<file path="config.mk">
export PLATFORM = sky130hd
export DESIGN_NAME = ubt_top
export DESIGN_NICKNAME = d
export VERILOG_FILES = /design/src/core/ubt_pkg.sv /design/src/core/ubt_mem.sv /design/src/core/ubt_fifo.sv /design/src/core/ubt_top.sv
export SDC_FILE = /design/constraint.sdc
export NUM_CORES = 1
export LEC_CHECK = 0
export BUFFER_PORTS_ARGS = -buffer_cell sky130_fd_sc_hd__buf_2
export CORE_MARGIN = 4
export CORE_UTILIZATION = 65
export DETAILED_ROUTE_END_ITERATION = 8
export HOLD_SLACK_MARGIN = 0.1
export PLACE_DENSITY = 0.83
export SKIP_LAST_GASP = 1
export SYNTH_ARGS = -nofsm -noshare
export SYNTH_HDL_FRONTEND = slang
export SYNTH_SLANG_ARGS = --single-unit
</file>
<file path="constraint.sdc">
create_clock -name clk -period 8.49 [get_ports clk]
set_input_delay 0.4245 -clock clk [delete_from_list [all_inputs] [get_ports clk]]
set_output_delay 0.4245 -clock clk [all_outputs]
set_load 0.02 [all_outputs]
</file>
<file path="src/core/ubt_pkg.sv">
// Constants, types and shared helpers for the baud tick and receive sampler
package ubt_pkg;
  // Register byte addresses
  localparam logic [7:0] ADR_CTRL = 8'h00;
  localparam logic [7:0] ADR_DIV = 8'h04;
  localparam logic [7:0] ADR_BITLEN = 8'h08;
  localparam logic [7:0] ADR_STAT = 8'h0C;
  localparam logic [7:0] ADR_DATA = 8'h10;
  // Control field positions
  localparam int CTRL_RX_EN = 0;
  localparam int CTRL_TX_EN = 1;
  localparam int CTRL_PAR = 2;
  localparam int CTRL_STOP = 3;
  localparam int CTRL_BASE_LO = 4;
  // Status field positions
  localparam int STAT_RX_BUSY = 0;
  localparam int STAT_TX_BUSY = 1;
  localparam int STAT_RX_VALID = 2;
  localparam int STAT_OVERRUN = 3;
  localparam int STAT_FALSE_LO = 8;
  // Receive data word field positions
  localparam int DATA_PERR = 8;
  localparam int DATA_FERR = 9;
  localparam int DATA_VALID = 10;
  // Values after reset
  localparam logic [7:0] CTRL_RST = 8'h00;
  localparam logic [7:0] DIV_RST = 8'h00;
  localparam logic [2:0] BITLEN_RST = 3'h0;
  // Bit-length selector codes
  localparam logic [2:0] BL_16 = 3'h0;
  localparam logic [2:0] BL_16_17 = 3'h1;
  localparam logic [2:0] BL_15 = 3'h2;
  localparam logic [2:0] BL_15_16 = 3'h3;
  localparam logic [2:0] BL_17 = 3'h4;
  // Down-count values at which the input is sampled
  localparam logic [4:0] SAMPLE_FIRST = 5'h08;
  localparam logic [4:0] SAMPLE_MID = 5'h07;
  localparam logic [4:0] SAMPLE_LAST = 5'h06;
  // Index of the first stop bit without parity
  localparam logic [3:0] FRAME_LAST_BASE = 4'h9;
  localparam int FIFO_WIDTH = 10;
  localparam int FIFO_DEPTH = 32;

  typedef enum logic [0:0] {ST_IDLE = 1'b0, ST_RUN = 1'b1} ubt_state_t;

  // Sub-bit ticks in one bit; phase 0 is the shorter of an alternating pair
  function automatic logic [4:0] bit_ticks(input logic [2:0] sel, input logic phase);
    logic [4:0] n;
    n = 5'h10;
    unique case (sel)
      BL_16: n = 5'h10;
      BL_16_17: n = phase ? 5'h11 : 5'h10;
      BL_15: n = 5'h0F;
      BL_15_16: n = phase ? 5'h10 : 5'h0F;
      BL_17: n = 5'h11;
      default: n = 5'h10;
    endcase
    return n;
  endfunction

  function automatic logic majority(input logic [2:0] s);
    return (s[0] & s[1]) | (s[0] & s[2]) | (s[1] & s[2]);
  endfunction
endpackage

</file>
<file path="src/core/ubt_mem.sv">
// Simple dual-port word memory with registered read data
module ubt_mem #(
  parameter int WIDTH = 10,
  parameter int DEPTH = 32
) (
  // Clock
  input wire logic clk,
  // Write port
  input wire logic we,
  input wire logic [$clog2(DEPTH)-1:0] wa,
  input wire logic [WIDTH-1:0] wd,
  // Read port
  input wire logic re,
  input wire logic [$clog2(DEPTH)-1:0] ra,
  output logic [WIDTH-1:0] rq
);
  logic [WIDTH-1:0] mem [DEPTH];

  always_ff @(posedge clk) begin
    if (we) begin
      mem[wa] <= wd;
    end
    if (re) begin
      rq <= mem[ra];
    end
  end
endmodule

</file>
<file path="src/core/ubt_fifo.sv">
// Valid/ready FIFO built on the word memory
module ubt_fifo #(
  parameter int WIDTH = 10,
  parameter int DEPTH = 32
) (
  // Clock and reset
  input wire logic clk,
  input wire logic rst,
  // Fill side
  input wire logic in_valid,
  output logic in_ready,
  input wire logic [WIDTH-1:0] in_data,
  // Drain side
  output logic out_valid,
  input wire logic out_ready,
  output logic [WIDTH-1:0] out_data
);
  localparam int AW = $clog2(DEPTH);
  localparam logic [AW:0] FULL = (AW+1)'(DEPTH);
  logic [AW-1:0] wp;
  logic [AW-1:0] rp;
  logic [AW:0] cnt;
  logic pend;
  logic wr;
  logic rd;
  logic [WIDTH-1:0] rq;

  assign in_ready = cnt != FULL;
  assign wr = in_valid & in_ready;
  // One read in flight at a time, issued only when the output stage can take it
  assign rd = (cnt != '0) & ~pend & (~out_valid | out_ready);

  always_ff @(posedge clk or posedge rst) begin
    if (rst) begin
      wp <= '0;
      rp <= '0;
      cnt <= '0;
      pend <= 1'b0;
    end else begin
      if (wr) begin
        wp <= wp + 1'b1;
      end
      if (rd) begin
        rp <= rp + 1'b1;
      end
      cnt <= cnt + {{AW{1'b0}}, wr} - {{AW{1'b0}}, rd};
      pend <= rd;
    end
  end

  always_ff @(posedge clk or posedge rst) begin
    if (rst) begin
      out_valid <= 1'b0;
      out_data <= '0;
    end else if (pend) begin
      out_valid <= 1'b1;
      out_data <= rq;
    end else if (out_ready) begin
      out_valid <= 1'b0;
    end
  end

  ubt_mem #(.WIDTH(WIDTH), .DEPTH(DEPTH)) u_mem (
    .clk(clk),
    .we(wr),
    .wa(wp),
    .wd(in_data),
    .re(rd),
    .ra(rp),
    .rq(rq)
  );
endmodule

</file>
<file path="src/core/ubt_top.sv">
// Baud tick generation, receive sampler and transmitter behind a Wishbone slave
// How it works
// - A sub-bit tick fires every divisor plus one counted base clock cycles.
// - The bit-length selector sets 15 to 17 ticks per serial bit.
// - Codes 000, 010, 100 give fixed 16, 15 and 17 tick bits.
// - Codes 001 and 011 alternate 16/17 and 15/16, start bit shorter.
// - Transmit and receive share the same divisor and per-bit tick count.
// - Receiver idles until a falling edge on serial input, then counts ticks.
// - Each bit counts down from its tick count minus one to zero.
// - Input is sampled at down-count values eight, seven and six.
// - Bit value is the level seen in two of three samples.
// - Sample positions stay at eight to six for every bit length.
// - A start bit voted high stops counting and drops the frame.
// - After a false start, the next falling edge restarts reception.
// - Frame: low start, eight data bits LSB first, optional parity, 1-2 stops.
module ubt_top (
  // Clock and reset
  input wire logic clk,
  input wire logic rst,
  // Wishbone slave
  input wire logic wb_cyc_i,
  input wire logic wb_stb_i,
  input wire logic wb_we_i,
  input wire logic [7:0] wb_adr_i,
  input wire logic [3:0] wb_sel_i,
  input wire logic [31:0] wb_dat_i,
  output logic [31:0] wb_dat_o,
  output logic wb_ack_o,
  // Serial line
  input wire logic serial_in,
  output logic serial_out
);
  logic [7:0] ctrl;
  logic [7:0] baud_divisor;
  logic [2:0] bit_length_select;
  logic rx_enable;
  logic tx_enable;
  logic parity_enable;
  logic stop_bit_count;
  logic [1:0] base_clock_select;
  logic [2:0] presc;
  logic base_en;
  logic [3:0] frame_last;
  logic wb_req;
  logic bus_wr;
  logic overrun;
  logic [7:0] false_starts;
  // Receive side
  ubt_pkg::ubt_state_t rx_state;
  logic rx_prev;
  logic rx_fall;
  logic [7:0] rx_div;
  logic rx_tick;
  logic [4:0] rx_rt;
  logic rx_phase;
  logic [3:0] rx_idx;
  logic [1:0] rx_samp;
  logic vote_tick;
  logic vote;
  logic [7:0] rx_data;
  logic rx_perr;
  logic rx_ferr;
  logic push;
  logic [9:0] push_data;
  logic fifo_in_ready;
  logic fifo_out_valid;
  logic fifo_out_ready;
  logic [9:0] fifo_out_data;
  // Transmit side
  ubt_pkg::ubt_state_t tx_state;
  logic [7:0] tx_div;
  logic tx_tick;
  logic [4:0] tx_rt;
  logic tx_phase;
  logic [11:0] tx_shift;
  logic [3:0] tx_left;
  logic tx_load;
  logic [31:0] rd_value;

  assign rx_enable = ctrl[ubt_pkg::CTRL_RX_EN];
  assign tx_enable = ctrl[ubt_pkg::CTRL_TX_EN];
  assign parity_enable = ctrl[ubt_pkg::CTRL_PAR];
  assign stop_bit_count = ctrl[ubt_pkg::CTRL_STOP];
  assign base_clock_select = ctrl[ubt_pkg::CTRL_BASE_LO +: 2];
  // Index of the final stop bit
  assign frame_last = ubt_pkg::FRAME_LAST_BASE + {3'h0, parity_enable} + {3'h0, stop_bit_count};

  // Base clock: core clock divided by 1, 2, 4 or 8
  always_ff @(posedge clk or posedge rst) begin
    if (rst) begin
      presc <= 3'h0;
    end else begin
      presc <= presc + 3'h1;
    end
  end

  always_comb begin
    base_en = 1'b1;
    unique case (base_clock_select)
      2'h0: base_en = 1'b1;
      2'h1: base_en = presc[0] == 1'b0;
      2'h2: base_en = presc[1:0] == 2'h0;
      2'h3: base_en = presc == 3'h0;
    endcase
  end

  // Wishbone: every access answered one cycle after it is seen
  assign wb_req = wb_cyc_i & wb_stb_i & ~wb_ack_o;
  assign bus_wr = wb_req & wb_we_i & wb_sel_i[0];

  always_ff @(posedge clk or posedge rst) begin
    if (rst) begin
      wb_ack_o <= 1'b0;
    end else begin
      wb_ack_o <= wb_req;
    end
  end

  always_ff @(posedge clk or posedge rst) begin
    if (rst) begin
      ctrl <= ubt_pkg::CTRL_RST;
      baud_divisor <= ubt_pkg::DIV_RST;
      bit_length_select <= ubt_pkg::BITLEN_RST;
    end else if (bus_wr) begin
      if (wb_adr_i == ubt_pkg::ADR_CTRL) begin
        ctrl <= {2'h0, wb_dat_i[5:0]};
      end
      if (wb_adr_i == ubt_pkg::ADR_DIV) begin
        baud_divisor <= wb_dat_i[7:0];
      end
      if (wb_adr_i == ubt_pkg::ADR_BITLEN) begin
        bit_length_select <= wb_dat_i[2:0];
      end
    end
  end

  always_comb begin
    rd_value = 32'h0;
    unique case (wb_adr_i)
      ubt_pkg::ADR_CTRL: rd_value = {24'h0, ctrl};
      ubt_pkg::ADR_DIV: rd_value = {24'h0, baud_divisor};
      ubt_pkg::ADR_BITLEN: rd_value = {29'h0, bit_length_select};
      ubt_pkg::ADR_STAT: rd_value = {16'h0, false_starts, 4'h0, overrun, fifo_out_valid,
                                     tx_state == ubt_pkg::ST_RUN, rx_state == ubt_pkg::ST_RUN};
      ubt_pkg::ADR_DATA: rd_value = {21'h0, fifo_out_valid, fifo_out_valid ? fifo_out_data : 10'h0};
      default: rd_value = 32'h0;
    endcase
  end

  always_ff @(posedge clk or posedge rst) begin
    if (rst) begin
      wb_dat_o <= 32'h0;
    end else if (wb_req) begin
      wb_dat_o <= wb_we_i ? 32'h0 : rd_value;
    end
  end
  // Reading the data register takes the word it returns
  assign fifo_out_ready = wb_req & ~wb_we_i & (wb_adr_i == ubt_pkg::ADR_DATA);
  // Overrun stays set until software writes one; a new overrun wins over the clear
  always_ff @(posedge clk or posedge rst) begin
    if (rst) begin
      overrun <= 1'b0;
    end else if (push & ~fifo_in_ready) begin
      overrun <= 1'b1;
    end else if (bus_wr && wb_adr_i == ubt_pkg::ADR_STAT && wb_dat_i[ubt_pkg::STAT_OVERRUN]) begin
      overrun <= 1'b0;
    end
  end

  // Receive timing
  assign rx_fall = rx_prev & ~serial_in;
  assign rx_tick = base_en && rx_div == baud_divisor && rx_state == ubt_pkg::ST_RUN;
  assign vote_tick = rx_tick && rx_rt == ubt_pkg::SAMPLE_LAST;
  assign vote = ubt_pkg::majority({rx_samp, serial_in});

  always_ff @(posedge clk or posedge rst) begin
    if (rst) begin
      rx_prev <= 1'b1;
    end else begin
      rx_prev <= serial_in;
    end
  end

  always_ff @(posedge clk or posedge rst) begin
    if (rst) begin
      rx_state <= ubt_pkg::ST_IDLE;
      rx_div <= 8'h00;
      rx_rt <= 5'h00;
      rx_phase <= 1'b0;
      rx_idx <= 4'h0;
    end else begin
      unique case (rx_state)
        ubt_pkg::ST_IDLE: begin
          if (rx_enable && rx_fall) begin
            rx_state <= ubt_pkg::ST_RUN;
            rx_div <= 8'h00;
            rx_phase <= 1'b0;
            rx_rt <= ubt_pkg::bit_ticks(bit_length_select, 1'b0) - 5'h01;
            rx_idx <= 4'h0;
          end
        end
        ubt_pkg::ST_RUN: begin
          if (!rx_enable) begin
            rx_state <= ubt_pkg::ST_IDLE;
          end else begin
            if (base_en) begin
              rx_div <= (rx_div == baud_divisor) ? 8'h00 : rx_div + 8'h01;
            end
            if (vote_tick && rx_idx == 4'h0 && vote) begin
              rx_state <= ubt_pkg::ST_IDLE;
            end else if (vote_tick && rx_idx == frame_last) begin
              // Leave at the last stop decision so an early next start edge is seen
              rx_state <= ubt_pkg::ST_IDLE;
            end else if (rx_tick) begin
              if (rx_rt == 5'h00) begin
                rx_idx <= rx_idx + 4'h1;
                rx_phase <= ~rx_phase;
                rx_rt <= ubt_pkg::bit_ticks(bit_length_select, ~rx_phase) - 5'h01;
              end else begin
                rx_rt <= rx_rt - 5'h01;
              end
            end
          end
        end
      endcase
    end
  end

  // Receive sampling and frame assembly
  always_ff @(posedge clk or posedge rst) begin
    if (rst) begin
      rx_samp <= 2'h0;
    end else if (rx_tick && (rx_rt == ubt_pkg::SAMPLE_FIRST || rx_rt == ubt_pkg::SAMPLE_MID)) begin
      rx_samp <= {rx_samp[0], serial_in};
    end
  end

  always_ff @(posedge clk or posedge rst) begin
    if (rst) begin
      rx_data <= 8'h00;
      rx_perr <= 1'b0;
      rx_ferr <= 1'b0;
    end else if (vote_tick) begin
      if (rx_idx == 4'h0) begin
        rx_perr <= 1'b0;
        rx_ferr <= 1'b0;
      end else if (rx_idx <= 4'h8) begin
        rx_data <= {vote, rx_data[7:1]};
      end else if (parity_enable && rx_idx == 4'h9) begin
        rx_perr <= vote ^ (^rx_data);
      end else if (!vote) begin
        rx_ferr <= 1'b1;
      end
    end
  end

  assign push = vote_tick && rx_idx == frame_last && rx_state == ubt_pkg::ST_RUN && rx_enable;
  assign push_data = {rx_ferr | ~vote, rx_perr, rx_data};

  ubt_fifo #(.WIDTH(ubt_pkg::FIFO_WIDTH), .DEPTH(ubt_pkg::FIFO_DEPTH)) u_rx_fifo (
    .clk(clk),
    .rst(rst),
    .in_valid(push),
    .in_ready(fifo_in_ready),
    .in_data(push_data),
    .out_valid(fifo_out_valid),
    .out_ready(fifo_out_ready),
    .out_data(fifo_out_data)
  );

  always_ff @(posedge clk or posedge rst) begin
    if (rst) begin
      false_starts <= 8'h00;
    end else if (vote_tick && rx_idx == 4'h0 && vote && rx_enable) begin
      false_starts <= false_starts + 8'h01;
    end
  end

  // Transmitter: a data write while idle with transmit enabled starts a frame, otherwise it is ignored
  assign tx_load = bus_wr && wb_adr_i == ubt_pkg::ADR_DATA && tx_enable && tx_state == ubt_pkg::ST_IDLE;
  assign tx_tick = base_en && tx_div == baud_divisor && tx_state == ubt_pkg::ST_RUN;

  always_ff @(posedge clk or posedge rst) begin
    if (rst) begin
      tx_state <= ubt_pkg::ST_IDLE;
      tx_div <= 8'h00;
      tx_rt <= 5'h00;
      tx_phase <= 1'b0;
      tx_shift <= 12'hFFF;
      tx_left <= 4'h0;
      serial_out <= 1'b1;
    end else begin
      unique case (tx_state)
        ubt_pkg::ST_IDLE: begin
          serial_out <= 1'b1;
          if (tx_load) begin
            tx_state <= ubt_pkg::ST_RUN;
            tx_div <= 8'h00;
            tx_phase <= 1'b0;
            tx_rt <= ubt_pkg::bit_ticks(bit_length_select, 1'b0) - 5'h01;
            // Parity is even; without parity that slot is already a stop bit
            tx_shift <= {2'h3, parity_enable ? ^wb_dat_i[7:0] : 1'b1, wb_dat_i[7:0], 1'b0};
            tx_left <= frame_last + 4'h1;
            serial_out <= 1'b0;
          end
        end
        ubt_pkg::ST_RUN: begin
          if (base_en) begin
            tx_div <= (tx_div == baud_divisor) ? 8'h00 : tx_div + 8'h01;
          end
          if (tx_tick) begin
            if (tx_rt == 5'h00) begin
              tx_phase <= ~tx_phase;
              tx_rt <= ubt_pkg::bit_ticks(bit_length_select, ~tx_phase) - 5'h01;
              tx_shift <= {1'b1, tx_shift[11:1]};
              tx_left <= tx_left - 4'h1;
              serial_out <= tx_shift[1];
              if (tx_left == 4'h1) begin
                tx_state <= ubt_pkg::ST_IDLE;
                serial_out <= 1'b1;
              end
            end else begin
              tx_rt <= tx_rt - 5'h01;
            end
          end
        end
      endcase
    end
  end
  // Checks
  a_start_restart: assert property (@(posedge clk) disable iff (rst)
    (rx_state == ubt_pkg::ST_IDLE && rx_enable && rx_fall) |=>
      (rx_state == ubt_pkg::ST_RUN && rx_div == 8'h00 && rx_phase == 1'b0 && rx_idx == 4'h0))
    else $error("receive counters not restarted at start edge");
  a_start_count: assert property (@(posedge clk) disable iff (rst)
    $rose(rx_state == ubt_pkg::ST_RUN) |-> rx_rt == ubt_pkg::bit_ticks(bit_length_select, 1'b0) - 5'h01)
    else $error("start bit down-count does not begin at tick count minus one");
  a_bit_reload: assert property (@(posedge clk) disable iff (rst)
    (rx_tick && rx_rt == 5'h00 && $stable(bit_length_select)) ##1 (rx_state == ubt_pkg::ST_RUN) |->
      rx_phase != $past(rx_phase) && rx_rt == ubt_pkg::bit_ticks(bit_length_select, rx_phase) - 5'h01)
    else $error("bit length reload or alternation wrong");
  a_tick_spacing: assert property (@(posedge clk) disable iff (rst)
    (rx_tick && base_clock_select == 2'h0 && baud_divisor == 8'h02 && $stable(baud_divisor))
      ##1 (rx_state == ubt_pkg::ST_RUN) [*2] |-> !$past(rx_tick) && !rx_tick)
    else $error("sub-bit tick faster than divisor plus one");
  a_sample_window: assert property (@(posedge clk) disable iff (rst)
    (rx_samp != $past(rx_samp)) |-> $past(rx_tick) && ($past(rx_rt) == 5'h08 || $past(rx_rt) == 5'h07))
    else $error("sample taken outside down-count eight to seven");
  a_false_start: assert property (@(posedge clk) disable iff (rst)
    (vote_tick && rx_idx == 4'h0 && ubt_pkg::majority({rx_samp, serial_in})) |=>
      rx_state == ubt_pkg::ST_IDLE ##1 (rx_state == ubt_pkg::ST_IDLE || $past(rx_fall)))
    else $error("false start did not abandon reception");
  a_start_keep: assert property (@(posedge clk) disable iff (rst)
    (vote_tick && rx_idx == 4'h0 && rx_enable && (rx_samp == 2'h0 || (rx_samp != 2'h3 && !serial_in)))
      |=> rx_state == ubt_pkg::ST_RUN)
    else $error("start bit voted low but reception dropped");
  a_idle_wait: assert property (@(posedge clk) disable iff (rst)
    (rx_state == ubt_pkg::ST_IDLE && !rx_fall) |=> rx_state == ubt_pkg::ST_IDLE)
    else $error("receiver left idle without a falling edge");
  a_tx_start_low: assert property (@(posedge clk) disable iff (rst)
    tx_load |=> !serial_out && tx_state == ubt_pkg::ST_RUN &&
      tx_rt == ubt_pkg::bit_ticks(bit_length_select, 1'b0) - 5'h01)
    else $error("transmit frame did not begin with a low start bit");
  a_ack_single: assert property (@(posedge clk) disable iff (rst)
    wb_ack_o |=> !wb_ack_o)
    else $error("ack held longer than one cycle");
endmodule

</file>
# == Word-level counts from Yosys, hierarchy flattened ==
# Memories as Yosys holds them, arrays and structs flattened. A register that Yosys moved wholly into a read port is not among the register bits.
# Cells that the tools add are included.
# Widths: inputs -> output; s select.
# word_totals
regBits,154
latchBits,0
wordCells,264
rom_bits,0
out_inout_bits,34
ramBits,320
inputBits,50
n_memories,1
# op_classes
n_lt_le_gt_ge,1
n_div,0
n_shift,0
add_sub_neg,19
mul,0
eq_ne,34
bitwise_logic,32
muxes,99
reduce_logical,47
# mem_list
name,words,width,read_ports,rd_clocked_by_memory_dff,write_ports,line_no,rtl
u_rx_fifo.u_mem.mem,32,10,1,1,1,ubt_mem.sv:17,logic [WIDTH-1:0] mem [DEPTH];
# ops
op,n
$mux 5,24
$pmux 16 s5,1
$mux 8,7
$pmux 5 s4,2
$mux 1,37
$mux 12,3
$mux 4,9
$mux 32,1
$pmux 8 s2,2
$pmux 5 s2,3
$sub 5x1->5 const B,6
$add 8x1->8 const B,3
$pmux 12 s2,1
$logic_and 1x1->1,19
$ne 2x2->1 const B,9
$eq 8x4->1 const B,2
$eq 8x8->1,2
$pmux 4 s2,2
$reduce_xor 8->1,2
$and 1x1->1,14
$not 1->1,13
$reduce_and 2->1,6
$reduce_and 3->1,4
$add 5x1->5 const B,2
other kinds (39),58

# == Longest topological paths before layout ==
# Gate-level depths: netlist of the first run.
# depth
depth_word,17
depth_mapped,13
depth_no_buf,12

# == Cells and area by module ==
# A second synthesis of the first run with hierarchy kept.
# unflattened
cells_unflattened,1425
area_unflattened_um2,20419.6
# modules_own_cells
mod,area_each_um2,instances,cells_per_inst,seq_area_each_um2
ubt_mem,13093.8,1,733,9909.5
ubt_top,6007.0,1,594,2691.3
ubt_fifo,1318.8,1,98,700.7

# == Least setup slack after synthesis of the first run ==
# OpenSTA, ideal clock, no wires.
# synth_timing
kind,input to register
from,input port wb_adr_i[3]
to,register u_rx_fifo.cnt[5]
n_path_buf,1
path_stages,13
t_required_ns,8.411
setup_ns,0.079
path_slack_ns,4.975
t_arrival_ns,3.436
cell_sequence,clkbuf_1 -> nor3b_1 -> a41oi_1 -> or2_2 -> a21oi_1 -> ha_1 -> inv_1 -> ha_1 -> a21o_1 -> a21oi_1 -> o21bai_1 -> a21oi_1 -> xor2_1
# synth_between
elab_chain_cells,5
# synth_rtl
item,line_no,rtl
"start, declared",ubt_top.sv:24,"input wire logic [7:0] wb_adr_i,"
$eq 8x5->1,ubt_top.sv:158,assign fifo_out_ready = wb_req & ~wb_we_i & (wb_adr_i == ubt_pkg::ADR_DATA);
$and 1x1->1,ubt_top.sv:158,
$or 1x1->1,ubt_fifo.sv:31,assign rd = (cnt != '0) & ~pend & (~out_valid | out_ready);
$and 1x1->1,ubt_fifo.sv:31,
net u_rx_fifo.rd,ubt_fifo.sv:25,logic rd;
$sub 6x1->6,ubt_fifo.sv:46,"cnt <= cnt + {{AW{1'b0}}, wr} - {{AW{1'b0}}, rd};"
"end signal, assigned",ubt_fifo.sv:46,
"end, declared",ubt_fifo.sv:22,logic [AW:0] cnt;
# The timed path passes the listed nets, and every way through them passes these cells.
# A chain may end at the register's enable or synchronous reset.

# == Final worst setup path of the first run ==
# layout_timing
from,register rx_state
to,"memory u_rx_fifo.u_mem.mem[20][5], enable pin"
# layout_between
elab_chain_cells,8
# layout_rtl
item,line_no,rtl
"start, declared",ubt_top.sv:49,ubt_pkg::ubt_state_t rx_state;
"start signal, assigned",ubt_top.sv:186,rx_state <= ubt_pkg::ST_IDLE;
"start signal, assigned",ubt_top.sv:195,rx_state <= ubt_pkg::ST_RUN;
"start signal, assigned",ubt_top.sv:204,rx_state <= ubt_pkg::ST_IDLE;
$logic_and 1x1->1,ubt_top.sv:172,assign rx_tick = base_en && rx_div == baud_divisor && rx_state == ubt_pkg::ST_RUN;
$logic_and 1x1->1,ubt_top.sv:173,assign vote_tick = rx_tick && rx_rt == ubt_pkg::SAMPLE_LAST;
$logic_and 1x1->1,ubt_top.sv:257,assign push = vote_tick && rx_idx == frame_last && rx_state == ubt_pkg::ST_RUN && rx_enable;
$logic_and 1x1->1 * (2 in a row),ubt_top.sv:257,
$and 1x1->1 *,ubt_fifo.sv:29,assign wr = in_valid & in_ready;
$mux 1 *,ubt_mem.sv:20,if (we) begin
$mux 1 (implied by the code) *,ubt_mem.sv:21,mem[wa] <= wd;
"end, declared",ubt_mem.sv:17,
# Every way passes the cells marked *; elsewhere a longest branch is shown, timed or not.

==> results of run 1 <==
-- worst max-delay path by stage --
stage                                 endpoint  slack (ns)      from  depth (start not counted)
finish              u_rx_fifo.u_mem.mem[20][5]        4.60  rx_state                          7
global route         u_rx_fifo.u_mem.mem[1][1]        4.40  rx_state                          7
CTS                  u_rx_fifo.u_mem.mem[1][1]        4.62  rx_state                          7
detailed placement   u_rx_fifo.u_mem.mem[8][6]        4.65  rx_state                          7
global placement    u_rx_fifo.u_mem.mem[28][8]        4.72  rx_state                          7
floorplan                      baud_divisor[0]        4.47       rst                          1
-- layer usage --
layer	track usage	routed length [um]	share of wire	vias to the layer above
met1	0.356	16400	0.39	5581
met4	0.0670	1170	0.028	0
met3	0.0371	2770	0.066	73
met5	0	0	0	-
li1	-	-	-	4713
met2	0.430	21300	0.51	441
-- where the power goes --
group          switching [W]  total, W  internal (W)
registers          0.0000942   0.00254       0.00244
logic               0.000180  0.000377      0.000197
clock network       0.000845   0.00203       0.00118
total                0.00112   0.00494       0.00382
-- worst max-delay path, stage by stage (launching register included) --
cell and delay, ns:
dfrtp_1 0.76, nand2b_1 0.15, nor4_1 0.43, nand4_2 0.32, nor4b_4 0.32, buf_4 0.30, nand2_1 0.31, nor2_1 0.91
-- flip-flops by register name, indices dropped and copies added, names as in the netlist, 8 cells and up --
name                 flops
false_starts             8
rx_div                   8
tx_shift                 9
u_rx_fifo.u_mem.mem    320
u_rx_fifo.u_mem.rq      10
rx_data                  8
tx_div                   8
u_rx_fifo.out_data      10
baud_divisor             8
wb_dat_o                16
-- logic make-up after synthesis --
family          after synthesis  synth area share
mux                         173             0.155
simple gates                249            0.0657
buf+inv                      97            0.0218
other cells                   1          0.000189
compound gates              119            0.0393
xor+xnor                     65            0.0286
flops                       465             0.669
fa+ha+maj                    31            0.0198
-- repair_timing --
| action | in CTS | in global routing |
|---|---|---|
| hold buffers | 2 | 0 |
| hold endpoints to repair | 67 | 0 |
| endpoints found under the setup margin | 0 | 0 |
-- cells in the final DEF (no fill, tap or decap), types with 9 or more instances in the layout --
cell type	netlist	layout
nand2_1	69	69
nor2_1	56	56
nand3_1	18	18
clkinv_1	0	13
clkinv_2	0	9
mux4_2	103	103
nand4_1	16	16
a21oi_1	15	15
dfstp_2	11	11
mux2i_1	16	16
xor2_1	32	32
ha_1	29	29
o21ai_0	40	40
clkbuf_16	0	46
a22oi_1	11	11
nor3b_1	9	9
inv_1	34	33
mux2_2	54	54
conb_1	1	16
nor3_1	9	9
edfxtp_1	330	330
buf_2	8	40
clkbuf_1	35	9
and3_1	16	16
xnor2_1	33	33
dfrtp_1	124	122
-- cell type report --
| type | instances | area [um2] |
|---|---|---|
| inverter | 34 | 133 |
| clock buffer | 55 | 1180 |
| tap | 390 | 488 |
| timing repair buffer | 49 | 273 |
| clock inverter | 30 | 313 |
| sequential | 465 | 13300 |
| multi-input combinational | 653 | 6200 |
| fill | 1759 | 7980 |
-- stage by stage --
step	total power [W]	worst slack, ns
global placement	0.00296	4.72
global route	0.00511	4.40
finish	0.00494	4.60
detailed placement	0.00297	4.65
floorplan	0.00288	4.47
CTS	0.00498	4.62
==> results.sh, run 1 <==
export IMPL_rsz0062_at_grt="no"
export IMPL_cts_num_sinks=465
export IMPL_port_buffers=40
export IMPL_synthFlopType="edfxtp_1"
export IMPL_netlist_top_cells_area="edfxtp_1, dfrtp_1, mux4_2"
export IMPL_syn_area_um2=19900
export IMPL_synth_area_per_cell_um2=16.6
export IMPL_ctsResizeCount=0
export IMPL_grt_pass1_wl_um=65300
export IMPL_area_growth_pct=10.2
export IMPL_grt_usage=0.254
export IMPL_end_kind="flip-flop"
export IMPL_cts_made_buffers=46
export IMPL_drt_first_pass_iters=7
export IMPL_hold_depth=2
export IMPL_drive_gt1_frac=0.229
export IMPL_r2r_cells=7
export IMPL_syn_inst=1200
export IMPL_ys_ff_latch=465
export IMPL_reg2reg_to="u_rx_fifo.u_mem.mem[20][5]"
export IMPL_core_rowCount=63
export IMPL_critPathArrivalTime_ns=4.05
export IMPL_vias=10808
export IMPL_leakagePower_nw=7.43
export IMPL_clockRootBuffer="clkbuf_16"
export IMPL_antenna_cells=0
export IMPL_ir_drop_uv=221
export IMPL_layout_min_cycle_time_ns=3.89
export IMPL_final_cells=1676
export IMPL_ant_nets=0
export IMPL_overflow=0
export IMPL_maxCapViolations=0
export IMPL_yosysTopAreaCell="edfxtp_1"
export IMPL_async_reset_ff_frac=0.290
export IMPL_route_detailed_drc=0
export IMPL_drt_total_wl_um=41700
export IMPL_cts_tree="yes"
export IMPL_relSlewSlack=0.112
export IMPL_gp_congestion=0.826
export IMPL_start_kind="flip-flop"
export IMPL_hold_end="baud_divisor[7]"
export IMPL_rrSetupSlack_ns=4.60
export IMPL_synth_edf_count=330
export IMPL_wl_per_cell_um=24.9
export IMPL_ys_types=67
export IMPL_tightest_slew_ns=1.33
export IMPL_fmax_mhz=257
export IMPL_core_area_um2=29900
export IMPL_hp_class="in -> reg"
export IMPL_dp_cells=1589
export IMPL_clock_skew_final_ns=0.0237
export IMPL_fin_util=0.733
export IMPL_dp_hpwl_um=25000
export IMPL_nets=1329
export IMPL_post_dp_cell_area_um2=20400
export IMPL_crit_fanout=23
export IMPL_power_density_nw_per_um2=226
export IMPL_finalMaxSlewViolations=0
export IMPL_grt_pass1_vias=10976
export IMPL_die_y_um=183
export IMPL_die_w_um=183
export IMPL_insertion_delay_ns=0.55
export IMPL_dieArea_um2=33400
export IMPL_grt_max_degree=79
export IMPL_antenna_found_initial=0
export IMPL_h_tree_depth=2
export IMPL_hold_slack_ns=0.188
export IMPL_avgViaCountPerCell=6.45
export IMPL_postCtsSetupRepairBufs=0
export IMPL_final_hold_viol_count=0
export IMPL_yosysSeqAreaShare=0.669
export IMPL_critPathRequiredTime_ns=8.65
export IMPL_synth_top_area_frac=0.499
export IMPL_setup_tns_ns=0
export IMPL_hp_start="wb_dat_i[7]"
export IMPL_synthTopCellsByCount="edfxtp_1, dfrtp_1, mux4_2, nand2_1, nor2_1"
export IMPL_final_area_um2=21900
export IMPL_synth_warnings=0
export IMPL_fin_crit_sh=0.459
export IMPL_clk_path_buf_depth=3
export IMPL_io_pin_count=84
export IMPL_setup_viol=0
export IMPL_rr_startpoint="rx_state"
export IMPL_outcome="finished, final reports clean"
export IMPL_initialDrtViolationCount=1056
export IMPL_start_util=0.665
export IMPL_critical_path_class="reg -> reg"
export IMPL_synth_most_common_cell="edfxtp_1"
export IMPL_cts_clk_slew_worst_paths_ns=0.06
Power figures use the tool's default switching activity.
==> inputs of run 2 (changes only) <==
- CORE_UTILIZATION: 65 -> 62
- PLACE_DENSITY: 0.83 -> 0.8
- clock period: 8.49 -> 3.9 ns (I/O delays scaled with it)
==> run 2 against run 1 <==
Compared with the run above:
- utilization decreased by 2.8 points
- highest routed layer unchanged
- sequential cell count is the same
- register-to-register slack got worse by 4.0 ns
- count of clock-buffer cells in the layout grew 6
- clock skew shrank 0.0015 ns
- total power increased by 110%
- die area rose by 4.6%
- critical endpoint is now u_rx_fifo.u_mem.mem[2][2]
- first-iteration DRC count fell by 1.4%
==> results.sh, run 2 (synthesized netlist as in run 1, its figures left out) <==
export IMPL_insertion_delay_ns=0.56
export IMPL_ant_nets=0
export IMPL_start_util=0.630
export IMPL_nets=1380
export IMPL_layout_min_cycle_time_ns=3.25
export IMPL_power_density_nw_per_um2=473
export IMPL_grt_busiest_layer="met2"
export IMPL_seqPwrFrac=0.520
export IMPL_start_kind="flip-flop"
export IMPL_tightest_slew_ns=1.20
export IMPL_crit_slowest_cell="nor4_2"
export IMPL_drive_gt1_frac=0.249
export IMPL_reg_top3="u_rx_fifo.u_mem.mem: 320 flops, wb_dat_o: 16 flops"
export IMPL_dieArea_um2=35000
export IMPL_wl_per_cell_um=23.7
export IMPL_dp_hpwl_um=25600
export IMPL_cts_clk_slew_worst_paths_ns=0.06
export IMPL_relSlewSlack=0.199
export IMPL_maxCapViolations=0
export IMPL_area_growth_pct=11.9
export IMPL_final_hold_viol_count=0
export IMPL_clockRootBuffer="clkbuf_16"
export IMPL_drt_total_wl_um=41300
export IMPL_drt_first_pass_iters=5
export IMPL_critical_path_cell_chain="xor2_1, nor4_2, nand4_2, nor4b_4, buf_4, nand2_1, nor2_1, buf_4"
export IMPL_fmax_mhz=307
export IMPL_io_pin_count=84
export IMPL_critical_path_class="reg -> reg"
export IMPL_end_kind="flip-flop"
export IMPL_crit_top_cell="buf_4"
export IMPL_fin_crit_sh=0.834
export IMPL_setup_tns_ns=0
export IMPL_critPathArrivalTime_ns=3.50
export IMPL_clk_path_buf_depth=3
export IMPL_die_w_um=187
export IMPL_gr_usage_met2=0.391
export IMPL_leakagePower_nw=7.64
export IMPL_hp_class="in -> reg"
export IMPL_grt_pass1_vias=11297
export IMPL_final_cells=1738
export IMPL_final_cell_mix="edfxtp_1, dfrtp_1, mux4_2"
export IMPL_route_detailed_drc=0
export IMPL_antenna_cells=0
export IMPL_final_common_cell="edfxtp_1"
export IMPL_gp_congestion=0.845
export IMPL_avgViaCountPerCell=6.30
export IMPL_grt_pass1_wl_um=65400
export IMPL_grt_usage=0.239
export IMPL_core_rowCount=65
export IMPL_cts_made_buffers=46
export IMPL_internal_power_w=0.00812
export IMPL_r2r_cells=8
export IMPL_vias=10948
export IMPL_largest_register_ffs=320
export IMPL_max_stage_delay_ns=0.56
export IMPL_post_dp_cell_area_um2=20700
export IMPL_port_buffers=40
export IMPL_die_y_um=187
export IMPL_final_area_um2=22200
export IMPL_ir_drop_uv=425
export IMPL_dp_cells=1642
export IMPL_antenna_found_initial=0
export IMPL_place_ws_ns=0.789
export IMPL_critPathRequiredTime_ns=4.14
export IMPL_p_clk_frac=0.391
export IMPL_outcome="finished, final reports clean"
export IMPL_combPwrFrac=0.089
export IMPL_h_tree_depth=2
export IMPL_hold_depth=4
export IMPL_gr_usage_met1=0.337
export IMPL_swShare=0.228
export IMPL_initialDrtViolationCount=1041
export IMPL_setup_viol=0
export IMPL_grt_max_degree=96
export IMPL_core_area_um2=31600
export IMPL_rsz0062_at_grt="no"
export IMPL_crit_fanout=17
export IMPL_finalMaxSlewViolations=0
export IMPL_overflow=0
export IMPL_clock_skew_final_ns=0.0222
export IMPL_top_register="u_rx_fifo.u_mem.mem"
export IMPL_switching_power_w=0.00240
export IMPL_worst_slack_ns=0.645
export IMPL_fillCellCount=1969
export IMPL_cts_tree="yes"
export IMPL_cts_num_sinks=465
export IMPL_use_met3=0.0388
[run 2: changes by cell type in the layout (fill, tap and decap cells not counted), sizes merged]
cell	previous run	this run
buf	47	88
inv	35	36
clkbuf	55	61
bufinv	6	1
clkinvlp	0	2
clkinv	23	18
dlygate4sd3	2	12
[run 2: power groups by stage]
stage                     sequential [W]  clock [W]  combinational [W]
after floorplan                  0.00545          0           0.000833
after global placement           0.00557          0           0.000915
after detailed placement         0.00558          0           0.000937
after CTS                        0.00548    0.00417           0.000952
after global routing             0.00549    0.00439            0.00103
final                            0.00547    0.00411           0.000935
[run 2: worst paths after layout]
path | startpoint | endpoint | slack (ns)
worst max-delay path | rx_div[3] | u_rx_fifo.u_mem.mem[2][2] | 0.65
worst min-delay path | wb_adr_i[0] | u_rx_fifo.out_valid | 0.14
worst max register to register | rx_div[3] | u_rx_fifo.u_mem.mem[2][2] | 0.65
worst min register to register | presc[2] | presc[2] | 0.47
max in group asynchronous | rst | u_rx_fifo.out_data[3] | 2.62
min in group asynchronous | rst | rx_data[7] | 0.37
[run 2: area by class of cell]
| type | count | area, um2 | area share |
|---|---|---|---|
| clock buffer | 61 | 1250 | 0.0561 |
| sequential | 465 | 13300 | 0.598 |
| tap | 402 | 503 | 0.0226 |
| clock inverter | 23 | 149 | 0.00669 |
| timing repair buffer | 100 | 706 | 0.0317 |
| multi-input combinational | 653 | 6200 | 0.279 |
| inverter | 34 | 133 | 0.00596 |
[run 2: what timing repair did]
item,4_1_cts,5_1_grt
hold buffers,12,0
setup buffers,0,0
hold endpoints to repair,111,0
gates resized for setup,0,0
[run 2: through the flow]
stage	hold slack, ns	utilization	power [W]
after floorplan	0.199	-	0.00628
after global placement	0.334	0.657	0.00649
after detailed placement	0.338	0.657	0.00651
after CTS	0.125	0.705	0.0106
after global routing	0.175	0.705	0.0109
final	0.141	0.705	0.0105
[run 2: metal layers]
metal	routed length [um]	part of all wire	vias up
met5	0	0	-
met2	20400	0.50	441
li1	-	-	4819
met1	16600	0.40	5618
met4	1270	0.031	0
met3	2980	0.072	70
[run 2: critical path, delay by kind of cell (launching register included)]
family	cells	cell delay, ns
and+or+nand+nor	5	1.78
DFF	1	0.43
xor gates and xnor gates	1	0.20
buffers and inverters	2	0.53
==> inputs of run 3 (changes only) <==
- clock period: 3.9 -> 3.4 ns (I/O delays scaled with it)
==> run 3 against run 2 <==
Compared with the run above:
- via count grew 1.3%
- sequential share of layout area shrank 0.28 points
- count of clock-buffer cells in the layout grew 13
- critical endpoint is now u_rx_fifo.u_mem.mem[21][1]
- maximum frequency grew 7.5%
- highest routed layer is now met5
==> results.sh, run 3 (synthesized netlist as in run 1, its figures left out) <==
export IMPL_max_stage_delay_ns=0.49
export IMPL_critPathTopFamily="simple AND/OR/NAND/NOR gates"
export IMPL_die_w_um=187
export IMPL_maxCapViolations=0
export IMPL_ctsResizeCount=0
export IMPL_insertion_delay_ns=0.56
export IMPL_hold_slack_ns=0.153
export IMPL_rrSetupSlack_ns=0.37
export IMPL_leakagePower_nw=7.70
export IMPL_rsz0062_at_grt="no"
export IMPL_avgViaCountPerCell=6.35
export IMPL_cts_tree="yes"
export IMPL_p_total_w=0.0123
export IMPL_clock_skew_final_ns=0.0252
export IMPL_cts_clk_slew_worst_paths_ns=0.06
export IMPL_core_rowCount=65
export IMPL_clockRootBuffer="clkbuf_16"
export IMPL_crit_fanout=17
export IMPL_gp_congestion=0.856
export IMPL_vias=11093
export IMPL_dieArea_um2=35000
export IMPL_finalMaxSlewViolations=0
export IMPL_fin_crit_sh=0.891
export IMPL_core_area_um2=31600
export IMPL_drt_first_pass_iters=6
export IMPL_critPathRequiredTime_ns=3.64
export IMPL_wl_per_cell_um=24.8
export IMPL_relSlewSlack=0.221
export IMPL_cp_num_buf_inv=2
export IMPL_critPathArrivalTime_ns=3.27
export IMPL_setup_tns_ns=0
export IMPL_port_buffers=40
export IMPL_layout_min_cycle_time_ns=3.03
export IMPL_drt_total_wl_um=43400
export IMPL_final_common_cell="edfxtp_1"
export IMPL_clk_path_buf_depth=3
export IMPL_postCtsSetupRepairBufs=0
export IMPL_hp_class="in -> reg"
export IMPL_top_register="u_rx_fifo.u_mem.mem"
export IMPL_nets=1388
export IMPL_h_tree_depth=2
export IMPL_grt_pass1_vias=11350
export IMPL_initialDrtViolationCount=1120
export IMPL_largest_register_ffs=320
export IMPL_setup_viol=0
export IMPL_cts_num_sinks=465
export IMPL_cts_hold_buf=12
export IMPL_start_util=0.630
export IMPL_tightest_slew_ns=1.17
export IMPL_outcome="finished, final reports clean"
export IMPL_antenna_cells=0
export IMPL_fmax_mhz=330
export IMPL_cts_made_buffers=46
export IMPL_final_hold_viol_count=0
export IMPL_dp_hpwl_um=26100
export IMPL_grt_max_degree=77
export IMPL_io_pin_count=84
export IMPL_start_kind="flip-flop"
export IMPL_area_growth_pct=12.5
export IMPL_reg_top3="u_rx_fifo.u_mem.mem: 320 flops, wb_dat_o: 16 flops"
export IMPL_end_kind="flip-flop"
export IMPL_ir_drop_uv=494
export IMPL_critical_path_cell_chain="xor2_1, nor4_2, nand4_2, nor4b_4, buf_4, nand2_1, nor2_1, buf_4"
export IMPL_power_density_nw_per_um2=548
export IMPL_die_y_um=187
export IMPL_grt_usage=0.250
export IMPL_fillCellCount=1959
export IMPL_antenna_found_initial=1
export IMPL_drive_gt1_frac=0.252
export IMPL_ant_nets=0
export IMPL_route_detailed_drc=0
export IMPL_critical_path_class="reg -> reg"
export IMPL_overflow=0
export IMPL_crit_top_cell="buf_4"
export IMPL_crit_slowest_cell="nor4_2"
export IMPL_grt_pass1_wl_um=67700
export IMPL_final_cell_mix="edfxtp_1, dfrtp_1, mux4_2"
run 3: changes by cell type in the layout (fill, tap and decap cells not counted), moves of 2 or more:
cell / change
clkinv_1: -8
buf_4: +7
clkbuf_1: +12
clkinv_2: -2
run 3: final timing paths:
kind | start | to | cells past startpoint
worst max-delay path | rx_div[0] | u_rx_fifo.u_mem.mem[21][1] | 8
worst min-delay path | wb_adr_i[0] | u_rx_fifo.out_valid | 4
worst max register to register | rx_div[0] | u_rx_fifo.u_mem.mem[21][1] | 8
worst min register to register | u_rx_fifo.u_mem.rq[6] | u_rx_fifo.out_data[6] | 1
max in group asynchronous | rst | u_rx_fifo.rp[1] | 4
min in group asynchronous | rst | u_rx_fifo.cnt[3] | 3
run 3: layer usage:
metal	vias to the layer above	track usage	share of wire	wire length, um
li1	4819	-	-	-
met1	5755	0.345	0.40	17400
met2	432	0.415	0.51	22000
met3	85	0.0429	0.059	2580
met4	2	0.0828	0.033	1410
met5	-	0	0.00046	20
run 3: final cells by class:
type	instances	area, um2	area share
Clock buffer	74	1310	0.0585
Clock inverter	12	124	0.00554
Inverter	34	131	0.00588
Multi-Input combinational cell	653	6200	0.277
Sequential cell	465	13300	0.595
Tap cell	402	503	0.0225
Timing Repair Buffer	108	778	0.0348
run 3: report_power, final:
part           internal, W  leakage, nW  switching, W  total, W
logic             0.000561         2.71      0.000560   0.00112
clock network      0.00280        0.694       0.00208   0.00488
registers          0.00611         4.30      0.000145   0.00625
run 3: tightest hold or removal path: cells and delay by family:
family | cells | cell delay, ns
AND/OR/NAND/NOR | 1 | 0.16
AO/OA/AOI/OAI | 1 | 0.18
buffers and inverters | 2 | 0.15
run 3: stage by stage:
stage	cells	cell area (um2)	utilization	worst slack, ns
final	1748	22400	0.708	0.372
after global routing	1748	22400	0.708	0.193
after CTS	1748	22400	0.708	0.358
after detailed placement	1650	20800	0.659	0.405
after global placement	1650	20800	0.659	0.540
after floorplan	1215	19900	-	0.256
